**src/design/isa_params.svh**
```systemverilog
// Constants for the two-wire slave with address masking and clock stretching.
`ifndef ISA_PARAMS_SVH
`define ISA_PARAMS_SVH

`define ISA_BITS_PER_BYTE 4'd8
`define ISA_LAST_TX_BIT   4'd7
`define ISA_TEN_HI_CODE   5'b11110
`define ISA_MASK_WIDTH    5
`define ISA_BUF_DEPTH     2

`endif

```
**src/design/isa_pkg.sv**
```systemverilog
// Types shared by the two-wire slave design.
package isa_pkg;

  typedef enum logic [2:0] {
    stIdle,
    stRecv,
    stAck,
    stXmit,
    stAckIn
  } isa_state_t;

  typedef logic [7:0] isa_byte_t;

endpackage

```
**src/design/isa_fifo2.sv**
```systemverilog
// Small first-in first-out buffer with valid and ready on both sides.
`timescale 1ns/1ns
`default_nettype none
module isa_fifo2 #(
  parameter int WIDTH = 8,
  parameter int DEPTH = 2
) (
  input  wire logic             clk,
  input  wire logic             rst_b,
  input  wire logic             flush,
  input  wire logic             inValid,
  output logic                  inReady,
  input  wire logic [WIDTH-1:0] inData,
  output logic                  outValid,
  input  wire logic             outReady,
  output logic [WIDTH-1:0]      outData
);

  localparam int PW = (DEPTH > 1) ? $clog2(DEPTH) : 1;

  initial
  begin
    if (DEPTH < 2 || (DEPTH & (DEPTH - 1)) != 0 || WIDTH < 1)
      $error("isa_fifo2: DEPTH must be a power of two of at least 2");
  end

  logic [WIDTH-1:0] mem [DEPTH];
  logic [PW-1:0]    wrPtr_q;
  logic [PW-1:0]    rdPtr_q;
  logic [PW:0]      count_q;
  logic             doPush;
  logic             doPop;

  assign inReady  = (count_q != (PW+1)'(DEPTH));
  assign outValid = (count_q != '0);
  assign outData  = mem[rdPtr_q];
  assign doPush   = inValid && inReady;
  assign doPop    = outValid && outReady;

  always_ff @(posedge clk)
  begin
    if (doPush)
      mem[wrPtr_q] <= inData;
  end

  always_ff @(posedge clk or negedge rst_b)
  begin
    if (!rst_b)
    begin
      wrPtr_q <= '0;
      rdPtr_q <= '0;
      count_q <= '0;
    end
    else if (flush)
    begin
      wrPtr_q <= '0;
      rdPtr_q <= '0;
      count_q <= '0;
    end
    else
    begin
      if (doPush)
        wrPtr_q <= wrPtr_q + 1'b1;
      if (doPop)
        rdPtr_q <= rdPtr_q + 1'b1;
      case ({doPush, doPop})
        2'b10:   count_q <= count_q + 1'b1;
        2'b01:   count_q <= count_q - 1'b1;
        default: count_q <= count_q;
      endcase
    end
  end

endmodule // isa_fifo2
`default_nettype wire

```
**src/design/isa_slave.sv**
```systemverilog
// Two-wire bus slave: address match with masking, receive, transmit, clock stretching.
`timescale 1ns/1ns
`default_nettype none
`include "isa_params.svh"

module isa_slave (
  input  wire logic               clk,
  input  wire logic               rst_b,
  input  wire logic               sclIn,
  input  wire logic               sdaIn,
  output logic                    sclOut,
  output logic                    sclOe,
  output logic                    sdaOut,
  output logic                    sdaOe,
  input  wire logic               portEnableBit,
  input  wire logic               tenBitMode,
  input  wire logic               stretchEnable,
  input  wire logic [4:0]         addrMaskBits,
  input  wire logic               ownAddrWr,
  input  wire isa_pkg::isa_byte_t ownAddrWrData,
  input  wire logic               holdingBufRead,
  input  wire logic               holdingBufWr,
  input  wire isa_pkg::isa_byte_t holdingBufWrData,
  input  wire logic               sclReleaseSet,
  input  wire logic               irqFlagClr,
  input  wire logic               overflowClr,
  output isa_pkg::isa_byte_t      holdingBuffer,
  output isa_pkg::isa_byte_t      ownAddressReg,
  output logic                    bufferFullFlag,
  output logic                    receiveOverflowFlag,
  output logic                    portIrqFlag,
  output logic                    updateAddressFlag,
  output logic                    readWriteStat,
  output logic                    sclReleaseBit
);
  import isa_pkg::*;

  // ----------------------------------------------------------------
  // Address compare
  // ----------------------------------------------------------------
  // In low-byte mode mask bit 0 covers two address bits; in seven-bit
  // mode bit 0 carries the direction and is never compared.
  function automatic logic addrMatch(input isa_byte_t rcv, input isa_byte_t own,
                                     input logic [4:0] m, input logic lowByte);
    isa_byte_t care;
    care = lowByte ? ~{2'b00, m[4:1], m[0], m[0]} : ~{2'b00, m, 1'b1};
    return ((rcv ^ own) & care) == 8'h00;
  endfunction

  // ----------------------------------------------------------------
  // Pin synchronisers and edge detection
  // ----------------------------------------------------------------
  logic sclS1_q;
  logic sclS2_q;
  logic sclS3_q;
  logic sdaS1_q;
  logic sdaS2_q;
  logic sdaS3_q;

  always_ff @(posedge clk or negedge rst_b)
  begin
    if (!rst_b)
    begin
      sclS1_q <= 1'b1;
      sclS2_q <= 1'b1;
      sclS3_q <= 1'b1;
      sdaS1_q <= 1'b1;
      sdaS2_q <= 1'b1;
      sdaS3_q <= 1'b1;
    end
    else
    begin
      sclS1_q <= sclIn;
      sclS2_q <= sclS1_q;
      sclS3_q <= sclS2_q;
      sdaS1_q <= sdaIn;
      sdaS2_q <= sdaS1_q;
      sdaS3_q <= sdaS2_q;
    end
  end

  logic sclRise;
  logic sclFall;
  logic startSeen;
  logic stopSeen;

  assign sclRise   = sclS2_q && !sclS3_q;
  assign sclFall   = !sclS2_q && sclS3_q;
  assign startSeen = sclS2_q && sclS3_q && !sdaS2_q && sdaS3_q;
  assign stopSeen  = sclS2_q && sclS3_q && sdaS2_q && !sdaS3_q;

  // ----------------------------------------------------------------
  // State and decision signals
  // ----------------------------------------------------------------
  isa_state_t state_q;
  logic [3:0] bitCnt_q;
  isa_byte_t  shift_q;
  isa_byte_t  ownAddr_q;
  logic       addrByte_q;
  logic       phaseLow_q;
  logic       tenDone_q;
  logic       ackDrive_q;
  logic       goTx_q;
  logic       uaStep_q;
  logic       masterNack_q;
  logic       txFull_q;
  logic       ua_q;
  logic       ov_q;
  logic       irq_q;
  logic       ckp_q;
  logic       uaHold_q;
  logic       rxInReady;
  logic       rxValid;
  isa_byte_t  rxData;
  logic       busyBuf;
  logic       byteDone;
  logic       ninthFall;
  logic       matched;
  logic       ackIt;
  logic       isRead;
  logic       pushRx;
  logic       setOv;

  assign busyBuf   = rxValid || txFull_q;
  assign byteDone  = (state_q == stRecv) && sclFall && (bitCnt_q == `ISA_BITS_PER_BYTE);
  assign ninthFall = sclFall && ((state_q == stAck) || (state_q == stAckIn));

  always_comb
  begin
    matched = 1'b0;
    isRead  = 1'b0;
    ackIt   = 1'b0;
    pushRx  = 1'b0;
    setOv   = 1'b0;
    if (byteDone)
    begin
      if (addrByte_q)
      begin
        if (!tenBitMode)
        begin
          matched = addrMatch(shift_q, ownAddr_q, addrMaskBits, 1'b0);
          isRead  = shift_q[0];
        end
        else if (phaseLow_q)
          matched = addrMatch(shift_q, ownAddr_q, addrMaskBits, 1'b1);
        else
        begin
          // High byte is never masked; a read needs a completed address.
          matched = (shift_q[7:3] == `ISA_TEN_HI_CODE) &&
                    (shift_q[2:1] == ownAddr_q[2:1]) &&
                    (!shift_q[0] || tenDone_q);
          isRead  = shift_q[0];
        end
        ackIt  = matched && !busyBuf && !ov_q;
        pushRx = ackIt;
      end
      else
      begin
        ackIt  = !busyBuf && !ov_q && rxInReady;
        pushRx = ackIt;
        setOv  = !ackIt;
      end
    end
  end

  // ----------------------------------------------------------------
  // Bus state machine
  // ----------------------------------------------------------------
  always_ff @(posedge clk or negedge rst_b)
  begin
    if (!rst_b)
    begin
      state_q      <= stIdle;
      bitCnt_q     <= '0;
      shift_q      <= '0;
      addrByte_q   <= 1'b0;
      phaseLow_q   <= 1'b0;
      tenDone_q    <= 1'b0;
      ackDrive_q   <= 1'b0;
      goTx_q       <= 1'b0;
      uaStep_q     <= 1'b0;
      masterNack_q <= 1'b0;
    end
    else if (!portEnableBit)
    begin
      state_q    <= stIdle;
      bitCnt_q   <= '0;
      addrByte_q <= 1'b0;
      phaseLow_q <= 1'b0;
      tenDone_q  <= 1'b0;
      ackDrive_q <= 1'b0;
      goTx_q     <= 1'b0;
    end
    else if (startSeen)
    begin
      state_q    <= stRecv;
      bitCnt_q   <= '0;
      addrByte_q <= 1'b1;
      phaseLow_q <= 1'b0;
      ackDrive_q <= 1'b0;
    end
    else if (stopSeen)
    begin
      state_q    <= stIdle;
      tenDone_q  <= 1'b0;
      phaseLow_q <= 1'b0;
      ackDrive_q <= 1'b0;
    end
    else
    begin
      if (holdingBufWr)
        shift_q <= holdingBufWrData;
      case (state_q)
        stRecv:
        begin
          if (sclRise && bitCnt_q != `ISA_BITS_PER_BYTE)
          begin
            shift_q  <= {shift_q[6:0], sdaS2_q};
            bitCnt_q <= bitCnt_q + 1'b1;
          end
          else if (byteDone)
          begin
            if (addrByte_q && !ackIt)
              state_q <= stIdle;
            else
              state_q <= stAck;
            ackDrive_q <= ackIt;
            goTx_q     <= addrByte_q && isRead;
            uaStep_q   <= addrByte_q && tenBitMode && !isRead;
          end
        end
        stAck:
        begin
          if (sclFall)
          begin
            ackDrive_q <= 1'b0;
            bitCnt_q   <= '0;
            if (goTx_q)
            begin
              state_q    <= stXmit;
              addrByte_q <= 1'b0;
            end
            else
            begin
              state_q <= stRecv;
              if (uaStep_q && !phaseLow_q)
                phaseLow_q <= 1'b1;
              else
              begin
                addrByte_q <= 1'b0;
                phaseLow_q <= 1'b0;
                if (uaStep_q)
                  tenDone_q <= 1'b1;
              end
            end
          end
        end
        stXmit:
        begin
          if (sclFall)
          begin
            shift_q  <= {shift_q[6:0], 1'b0};
            bitCnt_q <= bitCnt_q + 1'b1;
            if (bitCnt_q == `ISA_LAST_TX_BIT)
              state_q <= stAckIn;
          end
        end
        stAckIn:
        begin
          if (sclRise)
            masterNack_q <= sdaS2_q;
          else if (sclFall)
          begin
            bitCnt_q <= '0;
            if (masterNack_q)
            begin
              state_q   <= stIdle;
              tenDone_q <= 1'b0;
            end
            else
              state_q <= stXmit;
          end
        end
        default:
          state_q <= stIdle;
      endcase
    end
  end

  // ----------------------------------------------------------------
  // Receive buffer
  // ----------------------------------------------------------------
  // A full buffer also stalls SCL; without stretchEnable a data byte that arrives before the last one is read is refused and sets the overflow flag.
  isa_fifo2 #(
    .WIDTH (8),
    .DEPTH (`ISA_BUF_DEPTH)
  ) u_rxBuf (
    .clk      (clk),
    .rst_b    (rst_b),
    .flush    (!portEnableBit),
    .inValid  (pushRx),
    .inReady  (rxInReady),
    .inData   (shift_q),
    .outValid (rxValid),
    .outReady (holdingBufRead),
    .outData  (rxData)
  );

  // ----------------------------------------------------------------
  // Status flags
  // ----------------------------------------------------------------
  // Hardware sets win over software clears in the same cycle.
  always_ff @(posedge clk or negedge rst_b)
  begin
    if (!rst_b)
    begin
      txFull_q  <= 1'b0;
      ua_q      <= 1'b0;
      ov_q      <= 1'b0;
      irq_q     <= 1'b0;
      ownAddr_q <= '0;
      readWriteStat <= 1'b0;
    end
    else
    begin
      if (ownAddrWr)
        ownAddr_q <= ownAddrWrData;
      if (holdingBufWr)
        txFull_q <= 1'b1;
      else if (state_q == stXmit && sclFall && bitCnt_q == `ISA_LAST_TX_BIT)
        txFull_q <= 1'b0;
      if (byteDone && ackIt && addrByte_q && tenBitMode && !isRead)
        ua_q <= 1'b1;
      else if (ownAddrWr || !portEnableBit)
        ua_q <= 1'b0;
      if (setOv)
        ov_q <= 1'b1;
      else if (overflowClr)
        ov_q <= 1'b0;
      if (ninthFall)
        irq_q <= 1'b1;
      else if (irqFlagClr)
        irq_q <= 1'b0;
      if (byteDone && ackIt && addrByte_q)
        readWriteStat <= isRead;
    end
  end

  // ----------------------------------------------------------------
  // Clock stretching
  // ----------------------------------------------------------------
  logic rxStretch;
  logic txStretch;
  logic holdWant;

  assign rxStretch = (state_q == stAck) && !goTx_q && !addrByte_q &&
                     stretchEnable && busyBuf;
  assign txStretch = ((state_q == stAck) && goTx_q) ||
                     ((state_q == stAckIn) && !masterNack_q);
  assign holdWant  = (state_q != stIdle) &&
                     (!ckp_q || uaHold_q || !rxInReady);

  always_ff @(posedge clk or negedge rst_b)
  begin
    if (!rst_b)
    begin
      ckp_q    <= 1'b1;
      uaHold_q <= 1'b0;
      sclOe    <= 1'b0;
    end
    else
    begin
      // The auto clear is the bus event and wins over a software release.
      if (sclFall && (rxStretch || (txStretch && !txFull_q)))
        ckp_q <= 1'b0;
      else if (sclReleaseSet)
        ckp_q <= 1'b1;
      if (sclFall && (state_q == stAck) && uaStep_q && ua_q)
        uaHold_q <= 1'b1;
      else if (ownAddrWr || !portEnableBit)
        uaHold_q <= 1'b0;
      // Only pull SCL once it is already seen low, so the high time is kept.
      sclOe <= portEnableBit && holdWant && (sclOe || !sclS2_q);
    end
  end

  // ----------------------------------------------------------------
  // Data line and registered status outputs
  // ----------------------------------------------------------------
  always_ff @(posedge clk or negedge rst_b)
  begin
    if (!rst_b)
    begin
      sdaOe               <= 1'b0;
      sclOut              <= 1'b0;
      sdaOut              <= 1'b0;
      holdingBuffer       <= '0;
      ownAddressReg       <= '0;
      bufferFullFlag      <= 1'b0;
      receiveOverflowFlag <= 1'b0;
      portIrqFlag         <= 1'b0;
      updateAddressFlag   <= 1'b0;
      sclReleaseBit       <= 1'b1;
    end
    else
    begin
      sdaOe <= portEnableBit &&
               (((state_q == stAck) && ackDrive_q) ||
                ((state_q == stXmit) && !shift_q[7]));
      sclOut              <= 1'b0;
      sdaOut              <= 1'b0;
      holdingBuffer       <= rxData;
      ownAddressReg       <= ownAddr_q;
      bufferFullFlag      <= busyBuf;
      receiveOverflowFlag <= ov_q;
      portIrqFlag         <= irq_q;
      updateAddressFlag   <= ua_q;
      sclReleaseBit       <= ckp_q;
    end
  end

endmodule // isa_slave
`default_nettype wire

```
**config.mk**
```make
export PLATFORM = sky130hd
export DESIGN_NAME = isa_slave
export DESIGN_NICKNAME = d
export VERILOG_FILES = /design/src/design/isa_pkg.sv /design/src/design/isa_fifo2.sv /design/src/design/isa_slave.sv
export VERILOG_INCLUDE_DIRS = /design/src /design/src/design
export SDC_FILE = /design/constraint.sdc
export NUM_CORES = 1
export LEC_CHECK = 0
export BUFFER_PORTS_ARGS = -buffer_cell sky130_fd_sc_hd__buf_2
export CORE_ASPECT_RATIO = 1.4
export CORE_MARGIN = 2
export CORE_UTILIZATION = 30
export DETAILED_ROUTE_END_ITERATION = 16
export PLACE_DENSITY = 0.52
export SETUP_SLACK_MARGIN = 0.2
export SYNTH_ARGS = -nofsm -noshare
export SYNTH_HDL_FRONTEND = slang
export SYNTH_HIERARCHICAL = 1
export SYNTH_SLANG_ARGS = --single-unit
export TNS_END_PERCENT = 30
```
**constraint.sdc**
```tcl
create_clock -name clk -period 3.2 [get_ports clk]
set_input_delay 0.32 -clock clk [delete_from_list [all_inputs] [get_ports clk]]
set_output_delay 0.32 -clock clk [all_outputs]
set_load 0.03 [all_outputs]
```
==> reports/metrics.cfg, run 1 <==
[run_status]
outcome = completed

[logic_synthesis]
synth_top_flop_cell = dfrtp_1
synth_mux_area_share_pct = 6.61
synth.avg_cell_area_sq_um = 11.5
synth-simple-area-share_pct = 15.0
synth_cell_type_count = 56
synthCells = 327
synth_xor_area_share_pct = 2.32
synth_top_family_by_area = simple AND/OR/NAND/NOR gates
yosysSeqAreaShare_pct = 59.5
ys_async_sr_fraction_pct = 81.4
yosysWarnings = 6
netlist_area_sq_um = 3770
ys_ff_latch = 86
synth_edf_count = 16
synth_compound_gate_area_share_pct = 12.7
synth_fa_ha_area_share_pct = 0.664

[final_layout]
final_common_cell = dfrtp_1
diodes = 0
multi_input_area_sq_um = 1420
final-seq-area_sq_um = 2240
fin_nets = 428
drive_above_1_share_pct = 31.2
layout.cells.non_filler = 547
layout_common_cells = 62 x dfrtp_1, 57 x buf_2, 25 x nor2_1
fin_area_sq_um = 4520
nFillCells = 1227
areaGrowthSynthToFinish_pct = 20.0

[sta]
worst_pin_slew_ns = 0.761
setup_tns_ns = 0
final.period_utilization_pct = 87.1
setup_viol = 0
rsz0062_at_grt = false
skew_ns = 0.00482
hold_violations = 0
slew_violations = 0
post-route-min-period_ns = 2.79
timing.fmax_ghz = 0.359
slew-limit-headroom_pct = 49.1

[clocking]
clock_sinks = 86
clk_pin_slew_ns = 0.07
cts.htree.levels = 3
postCtsSetupRepairBufs = 0
clock_path_buffers = 2
hold_buffers = 0
cts_buffers = 9
cts_tree = built
cts.repair.resized = 0
cts_root_buf = clkbuf_16
clock_latency_ns = 0.34

[floorplan]
start_util_pct = 30.6
rows = 48
io_pins = 60
fp.dieW_um = 98.7
die_y_um = 137
die_area_sq_um = 13500
core_area_sq_um = 12300

[critical_path]
crit_type = reg -> reg
rr_startpoint = shift_q[2]
cp_cell_sequence = xnor2_1, o22ai_1, or4_1, a21oi_4, o21a_2, inv_2, or3_2, clkinvlp_4
critPathLaunchType = flip-flop
rr_worst_depth = 8
critPathRequiredTime_ns = 3.24
cpLargestDelayFamily = simple AND/OR/NAND/NOR gates
timing.rr.end = u_rxBuf/mem[0][3]
worstPathMaxFanout = 8
cp.arrival_ns = 2.83
rrSetupSlack_ns = 0.41
crit_path_top_delay_cell = or4_1
max_stage_delay_ns = 0.58
crit_buf_inv = 2
crit_path_end_kind = flip-flop
cp-startpoint = shift_q[2]

[placement]
dp.cells = 531
port_buffers = 57
globalplace.congestion = 0.855
hpwl_um = 6710
placed_area_sq_um = 4230

[pwr]
peakVddDrop_v = 0.000302
leakage_nw = 1.90
pwr_density_cell_nw_per_um2 = 540

[drt]
ant_nets = 0
drt-wirelength-per-cell_um = 16.4
drt-initial-drc-count = 130
num_vias = 2721
routed_wl_um = 8980
viasPerCell = 4.97
drc = 0
drt_pass1_iterations = 4

[global_route]
grt_max_degree = 31
antenna_found_initial = 0
grt-ovfl-total = 0
grt_usage_pct = 14.2
grt_pass1_wl_um = 14800
grt_pass1_vias = 2817

[flow_run]
maxCapViolations = 0

[worst_hold_path]
hold_path.class = in -> async

## per-stage QoR
step	power, mW	utilization [%]	hold WS (ns)	worst slack, ns
5_1_grt	2.55	36.7	0.0656	0.244
2_1_floorplan	1.37	-	0.0244	0.462
4_1_cts	2.47	36.7	0.0448	0.248
3_3_place_gp	1.47	34.4	0.346	0.347
3_5_place_dp	1.48	34.4	0.348	0.271
6_report	2.44	36.7	0.0259	0.412
## Yosys cell counts (2+ instances only)
library cell | n | area (sq um)
o31ai_1 | 3 | 22.5
dfrtp_1 | 62 | 1550
xor2_1 | 2 | 17.5
nand3_1 | 9 | 45.0
nor2b_1 | 8 | 50.1
nand2b_1 | 10 | 62.6
ha_1 | 2 | 25.0
o21ai_1 | 2 | 10.0
o22ai_1 | 13 | 81.3
a21o_1 | 2 | 15.0
xnor2_1 | 8 | 70.1
nor3b_1 | 3 | 22.5
nor3_1 | 5 | 25.0
buf_4 | 3 | 22.5
edfxtp_1 | 16 | 480
buf_2 | 3 | 15.0
nor2_1 | 25 | 93.8
or2_2 | 4 | 25.0
o21ai_0 | 18 | 90.1
nand2_1 | 23 | 86.3
a31oi_1 | 7 | 43.8
mux2_2 | 19 | 214
mux2i_1 | 2 | 20.0
or4_1 | 2 | 15.0
dfstp_2 | 8 | 210
nand4b_1 | 3 | 26.3
clkbuf_1 | 4 | 15.0
inv_1 | 12 | 45.0
nand3b_1 | 4 | 30.0
a21oi_1 | 19 | 95.1
## cell type report
| type | instances | area share [%] |
|---|---|---|
| timing repair buffer | 64 | 7.47 |
| clock buffer | 9 | 4.98 |
| multi-input combinational | 217 | 31.3 |
| clock inverter | 7 | 1.25 |
| sequential | 86 | 49.6 |
| inverter | 14 | 1.25 |
| tap | 150 | 4.15 |
## layer usage
layer / global-route usage, % / vias to the layer above / part of all wire, % / routed length, um
li1: - / 1300 / - / -
met1: 16.4 / 1341 / 41 / 3650
met2: 25.7 / 75 / 54 / 4830
met3: 3.37 / 5 / 4.6 / 413
met4: 5.02 / 0 / 0.99 / 89
met5: 0 / - / 0 / 0
## registers in the layout, summed over array words and instances, names as in the netlist, 2 cells and up
| register | flops |
|---|---|
| u_rxBuf/mem | 16 |
| holdingBuffer | 8 |
| ownAddr_q | 8 |
| ownAddressReg | 8 |
| shift_q | 8 |
| bitCnt_q | 4 |
| state_q | 3 |
| u_rxBuf/count_q | 2 |
## cell families after synthesis
family | count (synthesis)
simple gates | 105
flops | 86
compound gates | 76
buf+inv | 25
mux | 22
xor+xnor | 10
fa+ha+maj | 2
other cells | 1
## power breakdown
group | internal, mW | total [mW] | switching, mW
clock network | 0.537 | 0.989 | 0.453
logic | 0.0877 | 0.217 | 0.129
registers | 1.17 | 1.23 | 0.0594
## worst max path at each step
| stage | end | slack [ns] | cells after the start |
|---|---|---|---|
| floorplan | u_rxBuf/mem[0][0] | 0.46 | 9 |
| global placement | u_rxBuf/mem[0][1] | 0.35 | 8 |
| detailed placement | u_rxBuf/mem[0][2] | 0.27 | 8 |
| CTS | u_rxBuf/mem[0][4] | 0.25 | 8 |
| global route | u_rxBuf/mem[0][4] | 0.24 | 8 |
| finish | u_rxBuf/mem[0][3] | 0.41 | 8 |
(Power assumes the default switching activity.)
==> inputs of run 2 (changes only) <==
--- a/config.mk
+++ b/config.mk
@@ -12,6 +12,7 @@
 export CORE_UTILIZATION = 30
 export DETAILED_ROUTE_END_ITERATION = 16
 export PLACE_DENSITY = 0.52
+export RECOVER_POWER = 25
 export SETUP_SLACK_MARGIN = 0.2
 export SYNTH_ARGS = -nofsm -noshare
 export SYNTH_HDL_FRONTEND = slang
==> run 2 against run 1 <==
The flow now finishes with violations (max-capacitance violations, max-slew violations). Worst hold slack better by 0.049 ns. Clock-buffer cell count is the same. Critical path depth stayed put. Global-route usage did not move. Highest routed layer unchanged.
==> reports/metrics.cfg, run 2 (same netlist as run 1, synthesis figures left out) <==
[drt]
ant_nets = 0  ; unchanged
num_vias = 2717  ; was 2,721
drt-initial-drc-count = 132  ; was 130
viasPerCell = 4.97  ; about the same
drt_pass1_iterations = 4  ; unchanged
routed_wl_um = 8970  ; was 8980 um
drc = 0  ; unchanged
drt-wirelength-per-cell_um = 16.4  ; about the same

[final_layout]
multi_input_area_sq_um = 1420  ; unchanged
largest_reg_flops = 16  ; unchanged
nFillCells = 1228  ; was 1,227
final-seq-area_sq_um = 2240  ; unchanged
layout.cells.non_filler = 547  ; unchanged
areaGrowthSynthToFinish_pct = 19.9  ; was 20.0%
drive_above_1_share_pct = 30.5  ; was 31.2%
fin_nets = 428  ; unchanged
regMostFlops = u_rxBuf/mem  ; unchanged
layout_common_cells = 62 x dfrtp_1, 56 x buf_2, 25 x nor2_1  ; was 62 x dfrtp_1, 57 x buf_2, 25 x nor2_1
final_common_cell = dfrtp_1  ; unchanged
diodes = 0  ; unchanged
postLayoutCoreUtil_pct = 36.7  ; about the same

[sta]
setup_viol = 0  ; unchanged
worst_pin_slew_ns = 1.67  ; was 0.761 ns
final.period_utilization_pct = 87.1  ; unchanged
hold_violations = 0  ; unchanged
timing.fmax_ghz = 0.359  ; unchanged
setup_tns_ns = 0  ; unchanged
slew_violations = 31  ; was 0
rsz0062_at_grt = false  ; unchanged
post-route-min-period_ns = 2.79  ; unchanged
skew_ns = 0.00489  ; was 0.00482 ns
timing.final.ws_setup_ns = 0.412  ; unchanged
slew-limit-headroom_pct = -11.7  ; was 49.1%

[placement]
globalplace.congestion = 0.855  ; unchanged
port_buffers = 57  ; unchanged
hpwl_um = 6710  ; unchanged
dp_slack_ns = 0.271  ; unchanged
dp.cells = 531  ; unchanged

[pwr]
total_power_mw = 2.44  ; about the same
pwr_density_cell_nw_per_um2 = 540  ; about the same
leakage_nw = 1.90  ; about the same
peakVddDrop_v = 0.000302  ; about the same

[clocking]
postCtsSetupRepairBufs = 0  ; unchanged
clock_path_buffers = 2  ; unchanged
cts_buffers = 9  ; unchanged
cts_tree = built  ; unchanged
clk_pin_slew_ns = 0.07  ; about the same
clock_latency_ns = 0.34  ; about the same
cts.htree.levels = 3  ; unchanged
cts.repair.resized = 0  ; unchanged
hold_buffers = 0  ; unchanged
clock_sinks = 86  ; unchanged
cts_root_buf = clkbuf_16  ; unchanged

[global_route]
grt_pass1_vias = 2817  ; unchanged
grt-ovfl-total = 0  ; unchanged
antenna_found_initial = 0  ; unchanged
grt_usage_pct = 14.2  ; unchanged
grt_pass1_wl_um = 14800  ; unchanged
grt_max_degree = 31  ; unchanged

[worst_hold_path]
hold_path.class = in -> reg  ; was in -> async
holdPathStages = 1

[flow_run]
maxCapViolations = 1  ; was 0

[run_status]
violations = max-capacitance violations, max-slew violations
outcome = complete, but fails checks  ; was completed

[floorplan]
fp.dieW_um = 98.7  ; unchanged
start_util_pct = 30.6  ; unchanged
io_pins = 60  ; unchanged
rows = 48  ; unchanged
die_area_sq_um = 13500  ; unchanged
die_y_um = 137  ; unchanged
core_area_sq_um = 12300  ; unchanged

[critical_path]
crit_type = reg -> reg  ; unchanged
cp.arrival_ns = 2.83  ; about the same
critPathRequiredTime_ns = 3.24  ; about the same
crit_path_end_kind = flip-flop  ; unchanged
rr_worst_depth = 8  ; unchanged
critPathLaunchType = flip-flop  ; unchanged
worstPathMaxFanout = 8  ; unchanged
rrSetupSlack_ns = 0.41  ; about the same

[run 2: cell types whose count changed in the layout (fill, tap and decap cells not counted), sizes merged]
cell    delta
buf        -1
clkbuf     +1
[run 2: final cells by class]
class                           count  share of cell area (%)
Clock buffer                        9                    4.98
Sequential cell                    86                    49.6
Timing Repair Buffer               64                    7.45
Multi-Input combinational cell    217                    31.3
Inverter                           14                    1.25
Clock inverter                      7                    1.25
Tap cell                          150                    4.15
[run 2: stage by stage]
step	hold WS, ns	instance area, sq um
global placement	0.346	4230
global route	0.0656	4520
detailed placement	0.348	4230
floorplan	0.0244	3770
finish	0.0749	4520
CTS	0.0448	4520
[run 2: metal layers]
| layer | wire length [um] | vias to the layer above | global-route usage (%) |
|---|---|---|---|
| li1 | - | 1299 | - |
| met1 | 3660 | 1340 | 16.4 |
| met2 | 4820 | 74 | 25.7 |
| met3 | 411 | 4 | 3.37 |
| met4 | 86 | 0 | 5.02 |
| met5 | 0 | - | 0 |
[run 2: final timing paths]
check,from,to
setup / recovery,shift_q[2],u_rxBuf/mem[0][3]
hold / removal,sclIn,sclS1_q
setup reg to reg,shift_q[2],u_rxBuf/mem[0][3]
hold reg to reg,sclS1_q,sclS2_q
max in group asynchronous,rst_b,u_rxBuf/count_q[1]
min in group asynchronous,rst_b,ownAddr_q[4]
[run 2: worst max-delay path, cell delays in order, from the launching register on]
cell and delay, ns:
dfrtp_1 0.43, xnor2_1 0.23, o22ai_1 0.11, or4_1 0.58
a21oi_4 0.16, o21a_2 0.20, inv_2 0.06, or3_2 0.51
clkinvlp_4 0.20
[run 2: where the power goes]
group	leakage, nW	internal [mW]	switching, mW
combinational	0.757	0.0876	0.129
clock	0.137	0.537	0.452
sequential	1.00	1.17	0.0594
total	1.90	1.80	0.641
